==> config.mk <==
export PLATFORM = sky130hd
export DESIGN_NAME = tmr_dev_flat
export DESIGN_NICKNAME = d
export VERILOG_FILES = /design/src/rtl/tmr_pkg.sv /design/src/rtl/tmr_bus_if.sv /design/src/rtl/tmr_dev.sv /design/src/flat_wrapper.sv
export SDC_FILE = /design/constraint.sdc
export NUM_CORES = 1
export LEC_CHECK = 0
export BUFFER_PORTS_ARGS = -buffer_cell sky130_fd_sc_hd__buf_2
export CAP_MARGIN = 15
export CORE_ASPECT_RATIO = 1.2
export CORE_MARGIN = 2
export CORE_UTILIZATION = 40
export DETAILED_ROUTE_END_ITERATION = 10
export GPL_TIMING_DRIVEN = 0
export SLEW_MARGIN = 20
export SYNTH_ARGS = -nofsm -noshare
export SYNTH_HDL_FRONTEND = slang
export SYNTH_SLANG_ARGS = --single-unit
export TNS_END_PERCENT = 100
==> constraint.sdc <==
create_clock -name hclk -period 5.8 [get_ports hclk]
set_input_delay 0.29 -clock hclk [delete_from_list [all_inputs] [get_ports hclk]]
set_output_delay 0.29 -clock hclk [all_outputs]
set_load 0.05 [all_outputs]
==> src/rtl/tmr_pkg.sv <==
// Purpose: shared constants for the 16-bit timer core and its controller
// Assumes: 8-bit byte bus between the two ends, one clock
// Notes: byte addresses on the timer bus, word offsets on AHB-Lite
package tmr_pkg;
   localparam logic [3:0] A_CNT_LO = 4'h0;
   localparam logic [3:0] A_CNT_HI = 4'h1;
   localparam logic [3:0] A_CMPA_LO = 4'h2;
   localparam logic [3:0] A_CMPA_HI = 4'h3;
   localparam logic [3:0] A_CMPB_LO = 4'h4;
   localparam logic [3:0] A_CMPB_HI = 4'h5;
   localparam logic [3:0] A_CMPC_LO = 4'h6;
   localparam logic [3:0] A_CMPC_HI = 4'h7;
   localparam logic [3:0] A_CAP_LO = 4'h8;
   localparam logic [3:0] A_CAP_HI = 4'h9;
   localparam logic [3:0] A_CTRL_A = 4'ha;
   localparam logic [3:0] A_CTRL_B = 4'hb;
   localparam logic [3:0] A_CTRL_C = 4'hc;
   localparam logic [3:0] A_FLAGS = 4'hd;
   localparam logic [3:0] A_MASK = 4'he;
   // Field positions
   localparam int B_WM_LO = 0;
   localparam int B_CMPC_MODE = 2;
   localparam int B_WM_HI = 3;
   localparam int B_FORCE = 5;
   localparam int B_TOV = 0;
   localparam int B_MATCH = 1;
   // Limits
   localparam logic [15:0] CNT_BOTTOM = 16'h0000;
   localparam logic [15:0] CNT_MAX = 16'hffff;
   localparam logic [15:0] TOP_8BIT = 16'h00ff;
   localparam logic [15:0] TOP_9BIT = 16'h01ff;
   localparam logic [15:0] TOP_10BIT = 16'h03ff;
   localparam logic [7:0] RST_BYTE = 8'h00;
   localparam logic [15:0] RST_WORD = 16'h0000;
   // Controller AHB-Lite word offsets
   localparam logic [7:0] H_CMD = 8'h00;
   localparam logic [7:0] H_WDATA = 8'h04;
   localparam logic [7:0] H_RDATA = 8'h08;
   localparam logic [7:0] H_STATUS = 8'h0c;
   localparam int B_CMD_WR = 4;
   localparam int B_CMD_WIDE = 5;
   localparam int B_ST_DONE = 0;
   localparam int B_ST_BUSY = 1;
   localparam logic [1:0] HTRANS_NONSEQ = 2'h2;
   localparam logic [1:0] HRESP_OKAY = 2'h0;
   typedef enum logic [1:0] {ST_IDLE, ST_STROBE, ST_SAMPLE} tmr_hstate_t;
endpackage

==> src/rtl/tmr_bus_if.sv <==
// Purpose: byte bus between timer controller and timer core
// Assumes: one strobe cycle per access, read data one cycle later
// Notes: no clocking block; both ends share hclk
`timescale 1ns/1ns
interface tmr_bus_if;
   logic [3:0] addr;
   logic wr;
   logic rd;
   logic [7:0] wdata;
   logic [7:0] rdata;
   modport dev (input addr, input wr, input rd, input wdata, output rdata);
   modport host (output addr, output wr, output rd, output wdata, input rdata);
endinterface

==> src/rtl/tmr_dev.sv <==
// Purpose: 16-bit up/down timer core with shared high-byte holding register
// Assumes: byte bus from the controller on the same clock; prescaler ticks on hclk
// Notes: compare outputs, capture events and noise filter live elsewhere
// Contract
// - Sixteen-bit registers move as two byte accesses
// - One shared high-byte holding register
// - Low-byte write loads all sixteen bits
// - Low-byte read copies high byte to holding
// - Compare reads bypass the holding register
// - Software writes high first, reads low first
// - Software masks interrupts around two-byte transfers
// - Holding register survives low-byte writes
// - Clock select picks internal or external tick
// - Select zero stops counter, access still works
// - CPU count write beats counter operations
// - Up/down counter steps by one or clears
// - Top and bottom indications driven
// - High count location maps to holding register
// - Each tick clears, increments or decrements
// - Four-bit wave mode split across A/B
// - Overflow flag set per mode, can interrupt
// - Legacy mode bits are wave mode low bits
// - Control C force bits; third compare channel
// - Avoid count writes in some running modes
// - Bottom is zero, maximum is all ones
// - Top fixed, compare A or capture
`timescale 1ns/1ns
module tmr_dev
   import tmr_pkg::*;
(
   input wire logic hclk,
   input wire logic hresetn,
   tmr_bus_if.dev bus,
   input wire logic [3:0] presc_tick,
   input wire logic ext_pin,
   output logic [15:0] count_value,
   output logic count_down,
   output logic count_top,
   output logic count_bottom,
   output logic [3:0] wave_mode,
   output logic [2:0] cmp_match,
   output logic [2:0] force_cmp,
   output logic [1:0] cmp_c_out_mode,
   output logic irq
);
   logic [7:0] hold_ff;
   logic [15:0] cnt_ff;
   logic [15:0] cmp_ff [3];
   logic [15:0] cap_ff;
   logic [7:0] ctrl_a_ff;
   logic [7:0] ctrl_b_ff;
   logic [3:0] flags_ff;
   logic [3:0] mask_ff;
   logic [7:0] rdata_ff;
   logic dir_ff;
   logic top_ff;
   logic bottom_ff;
   logic [2:0] match_ff;
   logic [2:0] force_ff;
   logic irq_ff;
   logic ext_s1_ff;
   logic ext_s2_ff;
   logic ext_s3_ff;

   // Top value per wave mode
   function automatic logic [15:0] top_of(input logic [3:0] m, input logic [15:0] oa, input logic [15:0] ic);
      case (m)
         4'h1, 4'h5: top_of = TOP_8BIT;
         4'h2, 4'h6: top_of = TOP_9BIT;
         4'h3, 4'h7: top_of = TOP_10BIT;
         4'h4, 4'h9, 4'hb, 4'hf: top_of = oa;
         4'h8, 4'ha, 4'hc, 4'he: top_of = ic;
         default: top_of = CNT_MAX;
      endcase
   endfunction

   function automatic logic dual_slope(input logic [3:0] m);
      dual_slope = (m inside {4'h1, 4'h2, 4'h3, 4'h8, 4'h9, 4'ha, 4'hb});
   endfunction

   function automatic logic is_hi(input logic [3:0] a);
      is_hi = (a == A_CNT_HI) || (a == A_CMPA_HI) || (a == A_CMPB_HI) ||
              (a == A_CMPC_HI) || (a == A_CAP_HI);
   endfunction

   wire [3:0] wm = {ctrl_b_ff[B_WM_HI+1:B_WM_HI], ctrl_a_ff[B_WM_LO+1:B_WM_LO]};
   wire [2:0] csel = ctrl_b_ff[2:0];
   wire ext_rise = ext_s2_ff & ~ext_s3_ff;
   wire ext_fall = ~ext_s2_ff & ext_s3_ff;
   wire sel_presc = (csel >= 3'h2) && (csel <= 3'h5);
   wire [1:0] presc_idx = 2'(csel - 3'h2);
   wire tick = (csel == 3'h1) || (sel_presc && presc_tick[presc_idx]) ||
               ((csel == 3'h6) && ext_fall) || ((csel == 3'h7) && ext_rise);
   wire [15:0] top_val = top_of(wm, cmp_ff[0], cap_ff);
   wire dual = dual_slope(wm);
   wire wr_cnt_lo = bus.wr && (bus.addr == A_CNT_LO);
   wire rd_cnt_lo = bus.rd && (bus.addr == A_CNT_LO);
   wire rd_cap_lo = bus.rd && (bus.addr == A_CAP_LO);
   wire wr_hi = bus.wr && is_hi(bus.addr);
   wire [15:0] wr_word = {hold_ff, bus.wdata};
   wire cap_top_mode = (wm == 4'h8) || (wm == 4'ha) || (wm == 4'hc) || (wm == 4'he);
   wire at_top = (cnt_ff == top_val);
   wire at_bottom = (cnt_ff == CNT_BOTTOM);
   wire ctc_like = (wm == 4'h0) || (wm == 4'h4) || (wm == 4'hc);

   logic [15:0] nxt_cnt;
   logic nxt_dir;
   always_comb
   begin
      nxt_cnt = cnt_ff;
      nxt_dir = dir_ff;
      if (wr_cnt_lo)
      begin
         nxt_cnt = wr_word;
      end
      else if (tick)
      begin
         if (dual)
         begin
            if (!dir_ff && at_top)
            begin
               nxt_dir = 1'b1;
               nxt_cnt = cnt_ff - 16'h0001;
            end
            else if (dir_ff && at_bottom)
            begin
               nxt_dir = 1'b0;
               nxt_cnt = cnt_ff + 16'h0001;
            end
            else
            begin
               nxt_cnt = dir_ff ? cnt_ff - 16'h0001 : cnt_ff + 16'h0001;
            end
         end
         else
         begin
            nxt_dir = 1'b0;
            nxt_cnt = at_top ? CNT_BOTTOM : cnt_ff + 16'h0001;
         end
      end
   end

   // Overflow: max in normal/clear modes, top in fast, bottom in dual slope
   wire tov_hit = tick && !wr_cnt_lo &&
                  (dual ? (dir_ff && at_bottom) : (ctc_like ? (cnt_ff == CNT_MAX) : at_top));
   logic [2:0] match_hit;
   genvar gi;
   generate
      for (gi = 0; gi < 3; gi++)
      begin : g_match
         assign match_hit[gi] = tick && (cnt_ff == cmp_ff[gi]);
      end
   endgenerate
   wire [3:0] flag_set = {match_hit, tov_hit};
   wire [3:0] flag_clr = (bus.wr && (bus.addr == A_FLAGS)) ? bus.wdata[3:0] : 4'h0;
   // Set wins so an event in the clearing cycle is kept
   wire [3:0] nxt_flags = (flags_ff & ~flag_clr) | flag_set;

   logic [7:0] nxt_hold;
   logic [7:0] rd_byte;
   always_comb
   begin
      nxt_hold = hold_ff;
      if (wr_hi)
         nxt_hold = bus.wdata;
      else if (rd_cnt_lo)
         nxt_hold = cnt_ff[15:8];
      else if (rd_cap_lo)
         nxt_hold = cap_ff[15:8];
      case (bus.addr)
         A_CNT_LO: rd_byte = cnt_ff[7:0];
         A_CNT_HI: rd_byte = hold_ff;
         A_CMPA_LO: rd_byte = cmp_ff[0][7:0];
         A_CMPA_HI: rd_byte = cmp_ff[0][15:8];
         A_CMPB_LO: rd_byte = cmp_ff[1][7:0];
         A_CMPB_HI: rd_byte = cmp_ff[1][15:8];
         A_CMPC_LO: rd_byte = cmp_ff[2][7:0];
         A_CMPC_HI: rd_byte = cmp_ff[2][15:8];
         A_CAP_LO: rd_byte = cap_ff[7:0];
         A_CAP_HI: rd_byte = hold_ff;
         A_CTRL_A: rd_byte = ctrl_a_ff;
         A_CTRL_B: rd_byte = ctrl_b_ff;
         A_FLAGS: rd_byte = {4'h0, flags_ff};
         A_MASK: rd_byte = {4'h0, mask_ff};
         default: rd_byte = RST_BYTE;
      endcase
   end

   always_ff @(posedge hclk or negedge hresetn)
   begin
      if (!hresetn)
      begin
         ext_s1_ff <= 1'b0;
         ext_s2_ff <= 1'b0;
         ext_s3_ff <= 1'b0;
      end
      else
      begin
         ext_s1_ff <= ext_pin;
         ext_s2_ff <= ext_s1_ff;
         ext_s3_ff <= ext_s2_ff;
      end
   end

   always_ff @(posedge hclk or negedge hresetn)
   begin
      if (!hresetn)
      begin
         hold_ff <= RST_BYTE;
         cnt_ff <= RST_WORD;
         dir_ff <= 1'b0;
         ctrl_a_ff <= RST_BYTE;
         ctrl_b_ff <= RST_BYTE;
         rdata_ff <= RST_BYTE;
      end
      else
      begin
         hold_ff <= nxt_hold;
         cnt_ff <= nxt_cnt;
         dir_ff <= nxt_dir;
         if (bus.wr && (bus.addr == A_CTRL_A))
            ctrl_a_ff <= bus.wdata;
         if (bus.wr && (bus.addr == A_CTRL_B))
            ctrl_b_ff <= bus.wdata;
         if (bus.rd)
            rdata_ff <= rd_byte;
      end
   end

   generate
      for (gi = 0; gi < 3; gi++)
      begin : g_cmp
         wire [3:0] lo_addr = 4'(A_CMPA_LO + 4'(2 * gi));
         always_ff @(posedge hclk or negedge hresetn)
         begin
            if (!hresetn)
               cmp_ff[gi] <= RST_WORD;
            else if (bus.wr && (bus.addr == lo_addr))
               cmp_ff[gi] <= wr_word;
         end
      end
   endgenerate

   always_ff @(posedge hclk or negedge hresetn)
   begin
      if (!hresetn)
      begin
         cap_ff <= RST_WORD;
         flags_ff <= 4'h0;
         mask_ff <= 4'h0;
         force_ff <= 3'h0;
      end
      else
      begin
         // Capture register is writable only while it defines top
         if (bus.wr && (bus.addr == A_CAP_LO) && cap_top_mode)
            cap_ff <= wr_word;
         flags_ff <= nxt_flags;
         if (bus.wr && (bus.addr == A_MASK))
            mask_ff <= bus.wdata[3:0];
         // Force bits are strobes and read back as zero
         force_ff <= (bus.wr && (bus.addr == A_CTRL_C)) ? bus.wdata[B_FORCE+2:B_FORCE] : 3'h0;
      end
   end

   always_ff @(posedge hclk or negedge hresetn)
   begin
      if (!hresetn)
      begin
         top_ff <= 1'b0;
         bottom_ff <= 1'b1;
         match_ff <= 3'h0;
         irq_ff <= 1'b0;
      end
      else
      begin
         top_ff <= (nxt_cnt == top_val);
         bottom_ff <= (nxt_cnt == CNT_BOTTOM);
         match_ff <= match_hit;
         irq_ff <= |(nxt_flags & mask_ff);
      end
   end

   assign bus.rdata = rdata_ff;
   assign count_value = cnt_ff;
   assign count_down = dir_ff;
   assign count_top = top_ff;
   assign count_bottom = bottom_ff;
   assign wave_mode = {ctrl_b_ff[B_WM_HI+1:B_WM_HI], ctrl_a_ff[B_WM_LO+1:B_WM_LO]};
   assign cmp_match = match_ff;
   assign force_cmp = force_ff;
   assign cmp_c_out_mode = ctrl_a_ff[B_CMPC_MODE+1:B_CMPC_MODE];
   assign irq = irq_ff;
endmodule

==> src/flat_wrapper.sv <==
// flat-port wrapper written by rule: the top's interface ports become plain ports
module tmr_dev_flat import tmr_pkg::*;
  (hclk, hresetn, presc_tick, ext_pin, count_value, count_down, count_top, count_bottom, wave_mode, cmp_match, force_cmp, cmp_c_out_mode, irq, bus_addr, bus_wr, bus_rd, bus_wdata, bus_rdata);
  tmr_bus_if bus_i ();
  input wire logic hclk;
  input wire logic hresetn;
  input wire logic [3:0] presc_tick;
  input wire logic ext_pin;
  output logic [15:0] count_value;
  output logic count_down;
  output logic count_top;
  output logic count_bottom;
  output logic [3:0] wave_mode;
  output logic [2:0] cmp_match;
  output logic [2:0] force_cmp;
  output logic [1:0] cmp_c_out_mode;
  output logic irq;
  input wire logic [$bits(bus_i.addr)-1:0] bus_addr;
  input wire logic [$bits(bus_i.wr)-1:0] bus_wr;
  input wire logic [$bits(bus_i.rd)-1:0] bus_rd;
  input wire logic [$bits(bus_i.wdata)-1:0] bus_wdata;
  output wire logic [$bits(bus_i.rdata)-1:0] bus_rdata;
  assign bus_i.addr = bus_addr;
  assign bus_i.wr = bus_wr;
  assign bus_i.rd = bus_rd;
  assign bus_i.wdata = bus_wdata;
  assign bus_rdata = bus_i.rdata;
  tmr_dev u_core (.hclk(hclk), .hresetn(hresetn), .bus(bus_i), .presc_tick(presc_tick), .ext_pin(ext_pin), .count_value(count_value), .count_down(count_down), .count_top(count_top), .count_bottom(count_bottom), .wave_mode(wave_mode), .cmp_match(cmp_match), .force_cmp(force_cmp), .cmp_c_out_mode(cmp_c_out_mode), .irq(irq));
endmodule
# After elaboration in Yosys (flattened, before gate mapping)
# Index checks and enable logic that the tools add are counted.
[totals]
ff_bits = 133
input_bits = 21
out_inout_bits = 40
elab_cells = 147
[op_classes]
addsub = 3
magnitude_cmp = 3
eq_ne = 38
mux = 21
bitwise = 9
reduce_logical = 53
[op_table]
columns = ["op", "count"]
rows = [
  ["16-bit 2-to-1 mux", 7],
  ["8-bit case mux with 13 select lines", 1],
  ["16-bit == test", 5],
  ["16-bit case mux with 5 select lines", 1],
  ["4-bit == test, second input constant", 14],
  ["4-bit by 3-bit == test with 1-bit output, second input constant", 8],
  ["16-bit logical NOT", 2],
  ["1-bit logical AND", 25],
  ["8-bit 2-to-1 mux", 3],
  ["16-bit by 1-bit adder with 16-bit output, second input constant", 1],
  ["16-bit == test, second input constant", 1],
  ["4-bit by 2-bit == test with 1-bit output, second input constant", 4],
  ["16-bit by 1-bit subtractor with 16-bit output, second input constant", 1],
  ["1-bit logical OR", 12],
  ["4-bit OR reduction", 3],
  ["4-bit bitwise AND", 2],
  ["4-bit by 1-bit == test with 1-bit output, second input constant", 2],
  ["4-bit logical NOT", 2],
  ["2-bit OR reduction", 4],
  ["7-bit nonzero test", 1],
  ["3-bit == test, second input constant", 2],
  ["1-bit 2-to-1 mux", 6],
  ["4-bit 2-to-1 mux", 1],
  ["4-bit NOT", 1],
  ["14 further kinds", 18],
]

# Logic depth before layout (Yosys ltp)
# Gate-level depths: netlist of the first run.
[depth]
word_depth = 12
ltp_mapped = 17
depth_no_buf = 14

# Worst setup path after synthesis of the first run
# OpenSTA, ideal clock, no wires.
[synth_timing]
path_kind = "register to register"
from = "reg u_core.cnt_ff[0], in the netlist u_core.count_value[0]"
to = "reg u_core.top_ff, in the netlist u_core.count_top"
setup_ns = 0.111
t_arrival_ns = 4.179
required_time_ns = 5.689
setup_slack_ns = 1.509
stages_incl_launch_ff = 15
path_buffers = 1
path_cell_list = "dfrtp_1 -> clkbuf_1 -> inv_1 -> ha_1 -> or4b_2 -> nor3_1 -> a41oi_1 -> and3_1 -> a221o_1 -> a211oi_4 -> a211oi_1 -> o311a_1 -> nor4b_2 -> nand3_1 -> a2111oi_2"
[synth_between]
elab_chain_cells = 8
[synth_rtl]
columns = ["element", "line", "rtl"]
rows = [
  ["from (decl)", "tmr_dev.sv:47", "logic [15:0] cnt_ff;"],
  ["from (signal assigned)", "tmr_dev.sv:219", "cnt_ff <= nxt_cnt;"],
  ["16-bit by 1-bit adder with 16-bit output, or another cell as far along", "tmr_dev.sv:128, tmr_dev.sv:132, tmr_dev.sv:138", ""],
  ["16-bit 2-to-1 mux / 1-bit logical AND (equally long branches)", "tmr_dev.sv:132, tmr_dev.sv:125", ""],
  ["16-bit 2-to-1 mux", "tmr_dev.sv:125", "else if (dir_ff && at_bottom)"],
  ["16-bit 2-to-1 mux", "tmr_dev.sv:120", "if (!dir_ff && at_top)"],
  ["16-bit 2-to-1 mux", "tmr_dev.sv:118", "if (dual)"],
  ["16-bit 2-to-1 mux (*)", "tmr_dev.sv:116", "else if (tick)"],
  ["16-bit 2-to-1 mux (*)", "tmr_dev.sv:112", "if (wr_cnt_lo)"],
  ["16-bit == test (*)", "tmr_dev.sv:277", "top_ff <= (nxt_cnt == top_val);"],
  ["to (signal assigned)", "tmr_dev.sv:277", ""],
  ["to (decl)", "tmr_dev.sv:56", "logic top_ff;"],
]
# Mark *: on every way between the ends. The rest lies on a longest branch, timed or not.
# A chain may end at the register's enable or synchronous reset.

# Worst setup path after layout of the first run
[layout_timing]
from = "reg u_core.cnt_ff[1], in the netlist u_core.count_value[1]"
to = "reg u_core.bottom_ff, in the netlist u_core.count_bottom"
[layout_between]
elab_chain_cells = 8
[layout_rtl]
columns = ["element", "line", "rtl"]
rows = [
  ["16-bit by 1-bit adder with 16-bit output, or another cell as far along", "tmr_dev.sv:128, tmr_dev.sv:132, tmr_dev.sv:138", ""],
  ["16-bit 2-to-1 mux / 1-bit logical AND (equally long branches)", "tmr_dev.sv:132, tmr_dev.sv:125", ""],
  ["16-bit 2-to-1 mux", "tmr_dev.sv:125", ""],
  ["16-bit 2-to-1 mux", "tmr_dev.sv:120", ""],
  ["16-bit 2-to-1 mux (*)", "tmr_dev.sv:118", ""],
  ["16-bit 2-to-1 mux (*)", "tmr_dev.sv:116", ""],
  ["16-bit 2-to-1 mux (*)", "tmr_dev.sv:112", ""],
  ["via u_core.nxt_cnt[6]", "tmr_dev.sv:106", "logic [15:0] nxt_cnt;"],
  ["16-bit logical NOT (*)", "tmr_dev.sv:278", "bottom_ff <= (nxt_cnt == CNT_BOTTOM);"],
  ["to (signal assigned)", "tmr_dev.sv:278", ""],
  ["to (decl)", "tmr_dev.sv:57", "logic bottom_ff;"],
]
# The timed path passes the listed nets; every way through them passes the cells marked *.

==> impl_results.md, run 1 <==
- Top-count cell post-synth: dfrtp_1
- Global-route wire length before repair: approximately 57,000 µm
- Hold Path Class: reg2reg
- Max Clock Freq: 182 MHz
- Mean area per synthesized cell: 9.12 µm²
- Worst reg2reg startpoint: u_core.count_value[1]$_DFF_PN0_
- Seq. cell area: 3330 µm²
- Synth-to-layout area growth: 14.0%
- Vias post-DR: around 9,100
- Total track usage: 32.1%
- Row count: 61
- Top_reg_cell synth: dfrtp_1
- Largest stage delay, worst path: 0.65 ns
- Initial antenna violation count: 0
- Skew final: about 0.017 ns
- CP max stage cell: or4b_2
- Die ar.: about 25,000 µm²
- Synthesized instance count: ~1,000
- Crit path buffers/inverters: 3
- Avg Vias per Cell: between 6 and 7
- Outcome: complete, no violations
- Type of origin of the critical path: flop
- CTS clk-pin slew, worst paths: approximately 0.06 ns
- Clk root buf: clkbuf_16
- Int Pwr: approximately 2400 µW
- Crit-path cells: clkbuf_1 -> inv_1 -> ha_1 -> or4b_2 -> nor3_1 -> a41oi_1 -> clkbuf_1 -> nand3_1 -> o21ai_0 -> a211oi_1 -> or3_1 -> a31oi_1 -> nor4_1 -> nand4b_1 -> nor4_2
- Leak: around 0.0045 µW
- WS Path Type: reg2reg
- Crit path time final: between 5 and 6 ns
- Fin crit share: between 90% and 100%
- FF+latch count, synth: 133
- Switching power: 2050 µW
- Max-slew violations: 0
- Crit-path leading delay family: simple AND/OR/NAND/NOR gates
- Die Y: roughly 170 µm
- Yosys warnings: 0
- Worst Hold Depth: 0
- CTS Buf Count: 17
- CTS tree: built
- Final net count: between 1,000 and 1,500
- Reg power frac: 30.7%
- RD Place Congestion: just over 1
- Number of synthesized flops with an enable pin: 0
- Synth top area share: 35.2%
- Largest net degree at the start of global routing: 74
- Filler cell count: between 2,000 and 2,500
- Clock H-tree levels: 4
- DRC: 0
- CP Data Required Time: a little over 6 ns
- Congestion Overflow GR: 0
- Worst R2R Setup Slack: around 0.32 ns
- Mapped Nets: ~1,100
- Final setup viols: 0
- Ys async rst share: 100%
- Fin. Hold Viols: 0
- Sw Ratio: a little under half
- PwrDens: 416 nW/µm²
- Netlist cell types: between 80 and 90
- WL/cell: 27.0 µm
- Arrival time at the worst endpoint: around 5.8 ns
- Pre-antenna DRT Iters: 5
- Initial core utilization: between 40 and 50%
- Die Span X: about 140 µm
- Cell mode on critical path: clkbuf_1
- Min-Delay Endpoint: u_core.ext_s2_ff$_DFF_PN0_
- Multi-input gate area: 5570 µm²
- Largest cells by area after synthesis: dfrtp_1, mux2_2, xor2_1
- Worst Reg-to-Reg Cells: 15
- Seq/Total Area, Yosys: 35.4%
- Crit. End Element: flop
- I/O Buffers: 53
- Antenna-violating nets left: 0
- Clk Latency, worst-skew pair: between 0.4 and 0.5 ns
- Clock Power Share: 24.2%
- Netlist Area Pre-Place: around 9400 µm²
- Max clock buf depth: 2
- Vias in the first global route: ~8,900
- N_diodes: 0
- Post-Route WL: between 30,000 and 40,000 µm
- Worst hold margin: about 0.35 ns
- RSZ-0062 raised after global routing: no
- Clock Sinks: approximately 130
- Core Area: between 20,000 and 25,000 µm²
- Max_cap viols: 0
- Peak VDD IR: 0.231 mV
- Drt initial violations: between 800 and 900
- HPWL Detailed: roughly 30,000 µm
- Post-Route Setup TNS: 0 ns
- Crit Reg-Reg Endpoint: u_core.count_bottom$_DFF_PN1_
- Top Ports: 61
- Tightest Pin Transition: 1.14 ns
- Combinational Power Share: 45.1%
- Synth top cells by count: dfrtp_1, mux2_2, nand2_1, nor2_1, clkbuf_1
- CP Max Fanout: 10
- Post-CTS Setup Inserts: 0
- Max-Slew Margin vs Limit: roughly 22%
- Synth area leader: dfrtp_1
- Share of layout cells above drive strength 1: approximately a fifth
- Hold_sp: u_core.ext_s1_ff$_DFF_PN0_
-- power groups by stage --
stage          registers, µW  clock network (µW)  logic (µW)
3_5_place_dp            1380                   0        1950
2_1_floorplan           1420                   0        1240
6_report                1370                1080        2010
4_1_cts                 1360                1090        1960
3_3_place_gp            1370                   0        1940
5_1_grt                 1380                1130        2120
-- layout by cell type (no fill, tap or decap), drive strengths merged, types with 16 or more instances in the layout --
| master | netlist | routed |
|---|---|---|
| clkbuf | 59 | 78 |
| o22ai | 24 | 24 |
| dfrtp | 132 | 132 |
| mux2 | 91 | 91 |
| a31oi | 18 | 18 |
| xor2 | 53 | 53 |
| nor3 | 24 | 24 |
| buf | 32 | 86 |
| o21ai | 40 | 40 |
| nor2 | 65 | 65 |
| nand2b | 20 | 20 |
| a21oi | 38 | 38 |
| nor4 | 29 | 29 |
| mux2i | 17 | 17 |
| nand2 | 69 | 69 |
| nand4 | 17 | 17 |
| a22oi | 16 | 16 |
| inv | 28 | 34 |
| nand3 | 30 | 30 |
| a211oi | 16 | 16 |
-- state kept, by name, indices dropped and copies added (netlist names), 4 cells and up --
name / count
u_core.bus.rdata: 8
u_core.cap_ff: 16
u_core.cmp_ff: 48
u_core.count_value: 16
u_core.ctrl_a_ff: 8
u_core.ctrl_b_ff: 8
u_core.flags_ff: 4
u_core.hold_ff: 8
u_core.mask_ff: 4
-- layout make-up --
cell class,count,share of cell area [%]
clock buffers,19,4.14
plain buffers,91,3.77
clock inverters,13,1.27
multi-input cells,778,52.0
repair buffers,56,3.02
inverters,28,0.982
well taps,315,3.68
flip-flops and latches,133,31.1
-- what timing repair did --
item                                   CTS  global route
resized for setup                        0             0
endpoints found under the hold margin   61             0
hold buffers                             2             0
-- layer usage --
layer,track usage (%),part of all wire (%),up-vias
met3,4.62,6.2,134
met5,0,0,-
met2,53.7,48,470
met1,38.3,38,4503
met4,21.2,7.4,0
li1,-,-,4009
-- how the worst max path moves through the flow --
stage | start | end | slack (ns) | depth (start not counted)
2_1_floorplan | u_core.count_value[0]$_DFF_PN0_ | u_core.count_top$_DFF_PN0_ | 1.51 | 14
3_3_place_gp | u_core.count_value[1]$_DFF_PN0_ | u_core.count_top$_DFF_PN0_ | 0.48 | 15
3_5_place_dp | u_core.count_value[1]$_DFF_PN0_ | u_core.count_top$_DFF_PN0_ | 0.47 | 15
4_1_cts | u_core.count_value[0]$_DFF_PN0_ | u_core.count_top$_DFF_PN0_ | 0.45 | 15
5_1_grt | u_core.count_value[0]$_DFF_PN0_ | u_core.count_top$_DFF_PN0_ | 0.11 | 15
6_report | u_core.count_value[1]$_DFF_PN0_ | u_core.count_bottom$_DFF_PN1_ | 0.32 | 15
-- logic make-up (layout without fill, tap and decap cells) --
| group | count (synthesis) | in the layout | share of synthesized area [%] |
|---|---|---|---|
| flops | 133 | 133 | 35.4 |
| xor+xnor | 66 | 66 | 6.15 |
| compound gates | 261 | 261 | 20.0 |
| fa+ha+maj | 2 | 2 | 0.266 |
| buf+inv | 119 | 207 | 5.42 |
| mux | 109 | 109 | 13.0 |
| simple gates | 340 | 340 | 19.7 |
-- stage by stage --
step	setup slack, ns	instance area [µm²]	std cells	total power (µW)	util, %
4_1_cts	0.451	10700	1433	4400	46.3
3_5_place_dp	0.472	10100	1399	3320	43.7
5_1_grt	0.108	10700	1433	4640	46.3
2_1_floorplan	1.51	9400	1030	2660	-
6_report	0.317	10700	1433	4450	46.3
3_3_place_gp	0.481	10100	1398	3310	43.5
No activity file was read; power rests on OpenSTA's default activity.
==> run 2: changes to the inputs <==
--- a/config.mk
+++ b/config.mk
@@ -10,6 +10,7 @@
 export CORE_ASPECT_RATIO = 1.2
 export CORE_MARGIN = 2
 export CORE_UTILIZATION = 40
+export CTS_CLUSTER_SIZE = 40
 export DETAILED_ROUTE_END_ITERATION = 10
 export GPL_TIMING_DRIVEN = 0
 export SLEW_MARGIN = 20
==> constraint.sdc (replaced) <==
create_clock -name hclk -period 5.8 [get_ports hclk]
set_input_delay 0.58 -clock hclk [delete_from_list [all_inputs] [get_ports hclk]]
set_output_delay 0.58 -clock hclk [all_outputs]
set_load 0.05 [all_outputs]
==> run 2 against run 1 <==
- critical path depth unchanged
- fmax up 0.75%
- clock-buffer cell count unchanged
- cell area down 0.19%
- via count down 0.41%
- setup slack better by 0.041 ns
- final cell count down 0.14%
- wire length about the same
- first-iteration DRC count up 6.5%
- die area unchanged
- sequential share of layout area up 0.058 points
- register-to-register slack better by 0.04 ns
==> impl_results.md, run 2 (same netlist as run 1, synthesis figures left out) <==
- Fin crit share: 93.8% (-0.71 points)
- Crit. End Element: flop
- Most frequent cells in the layout: dfrtp_1, mux2_2, nand2_1
- Post-Route WL: 38,700 µm (about the same)
- Outcome: complete, no violations
- Drt initial violations: 952 (+6.5%)
- Type of origin of the critical path: flop
- Clk Latency, worst-skew pair: 0.43 ns (about the same)
- N_diodes: 0 (unchanged)
- Skew final: 0.0126 ns (-0.00468 ns)
- Min setup slack post-route: 0.358 ns (+0.0410 ns)
- Initial core utilization: 40.6% (unchanged)
- Max clock buf depth: 2 (unchanged)
- Place WS: 0.472 ns (unchanged)
- Initial antenna violation count: 0 (unchanged)
- Non-Filler Instances: 1,431 (-0.14%)
- Dpl cells: 1,399 (unchanged)
- Vias in the first global route: 8,870 (+0.045%)
- DRC: 0 (unchanged)
- Max Clock Freq: 184 MHz (+0.75%)
- CP Max Fanout: 10 (unchanged)
- Crit path time final: 5.44 ns (-0.0410 ns)
- Final net count: 1,126 (-0.18%)
- Top Ports: 61 (unchanged)
- RD Place Congestion: 1.03 (unchanged)
- Synth-to-layout area growth: 13.7%
- Peak VDD IR: 0.234 mV (+1.1%)
- Tightest Pin Transition: 1.16 ns (+0.0194 ns)
- I/O Buffers: 53 (unchanged)
- Total track usage: 32.1% (about the same)
- Post-Route Setup TNS: 0 ns (unchanged)
- Filler cell count: 2,263 (+0.044%)
- Pre-antenna DRT Iters: 6 (+1)
- Antenna-violating nets left: 0 (unchanged)
- Leak: 0.00445 µW (-0.19%)
- Row count: 61 (unchanged)
- Commonest non-fill, non-tap cell in the layout: dfrtp_1
- Hold Path Class: in2async
- Die Y: 172 µm (unchanged)
- CP Data Required Time: 6.14 ns (about the same)
- Final setup viols: 0 (unchanged)
- Clock H-tree levels: 4 (unchanged)
- Largest net degree at the start of global routing: 74 (unchanged)
- Post-CTS Setup Inserts: 0 (unchanged)
- WL/cell: 27.0 µm (+0.20%)
- Largest register FFs: 48 (unchanged)
- Congestion Overflow GR: 0 (unchanged)
- CTS Buf Count: 17 (unchanged)
- Die Span X: 144 µm (unchanged)
- Arrival time at the worst endpoint: 5.79 ns (-0.03 ns)
- Fin. Hold Viols: 0 (unchanged)
- CTS clk-pin slew, worst paths: 0.07 ns (about the same)
- Clock Sinks: 133 (unchanged)
- Clk root buf: clkbuf_16
- Hold_buf cts: 0 (-2)
- Core Area: 23,100 µm² (unchanged)
- Top reg by flops: u_core.cmp_ff
- WS Path Type: reg2reg
- Max-Slew Margin vs Limit: 20.6% (-1.3 points)
- RSZ-0062 raised after global routing: no
- Vias post-DR: 9,079 (-0.41%)
- Avg Vias per Cell: 6.34 (-0.27%)
- Share of layout cells above drive strength 1: 20.2% (+0.036 points)
- Max_cap viols: 0 (unchanged)
- Max-slew violations: 0 (unchanged)
- HPWL Detailed: 29,700 µm (unchanged)
- Global-route wire length before repair: 57,400 µm (about the same)
- CTS tree: built
- Worst R2R Setup Slack: 0.36 ns (+0.04 ns)
- PwrDens: 417 nW/µm² (+0.15%)
- CTS resizes: 0 (unchanged)
- Die ar.: 24,700 µm² (unchanged)
run 2: through the flow:
| stage | hold WS (ns) | area (µm²) | utilization [%] | power [µW] |
|---|---|---|---|---|
| after floorplan | 0.284 | 9400 | - | 2660 |
| after global placement | 0.333 | 10100 | 43.5 | 3310 |
| after detailed placement | 0.343 | 10100 | 43.7 | 3320 |
| after CTS | 0.0947 | 10700 | 46.2 | 4400 |
| after global routing | 0.105 | 10700 | 46.2 | 4630 |
| final | 0.0716 | 10700 | 46.2 | 4450 |
run 2: cell type report:
cell class / count / area (µm²) / share of cell area (%)
Inverter: 28 / 105 / 0.983
Clock buffer: 19 / 443 / 4.14
Timing Repair Buffer: 54 / 303 / 2.83
Multi-Input combinational cell: 778 / 5570 / 52.1
Buffer: 91 / 404 / 3.78
Clock inverter: 13 / 136 / 1.28
Tap cell: 315 / 394 / 3.69
Sequential cell: 133 / 3330 / 31.2
run 2: metal layers:
layer / wire [µm] / share of wire [%] / up-vias / GRT usage, %
li1: - / - / 3998 / -
met1: 15000 / 39 / 4464 / 38.3
met2: 18500 / 48 / 469 / 53.7
met3: 2370 / 6.1 / 148 / 4.62
met4: 2890 / 7.5 / 0 / 21.2
met5: 0 / 0 / - / 0
run 2: path summary, 6_finish.rpt:
check,from,end,cells past startpoint
setup / recovery,u_core.count_value[1]$_DFF_PN0_,u_core.count_bottom$_DFF_PN1_,15
hold / removal,hresetn,u_core.mask_ff[2]$_DFFE_PN0P_,1
setup reg to reg,u_core.count_value[1]$_DFF_PN0_,u_core.count_bottom$_DFF_PN1_,15
hold reg to reg,u_core.ext_s1_ff$_DFF_PN0_,u_core.ext_s2_ff$_DFF_PN0_,0
max in group asynchronous,hresetn,u_core.count_bottom$_DFF_PN1_,2
min in group hclk,ext_pin,u_core.ext_s1_ff$_DFF_PN0_,1
run 2: critical path, cell delays in order (launching register included):
cell,delay (ns)
dfrtp_1,0.44
clkbuf_1,0.32
inv_1,0.20
ha_1,0.22
or4b_2,0.65
nor3_1,0.43
a41oi_1,0.40
clkbuf_1,0.34
nand3_1,0.15
o21ai_0,0.09
a211oi_1,0.64
or3_1,0.20
a31oi_1,0.13
nor4_1,0.63
nand4b_1,0.28
nor4_2,0.22
run 2: power breakdown:
group	leakage [µW]	switching [µW]	internal, µW
Clock	0.000281	464	614
Sequential	0.00168	257	1110
Combinational	0.00250	1330	678
Total	0.00445	2050	2400
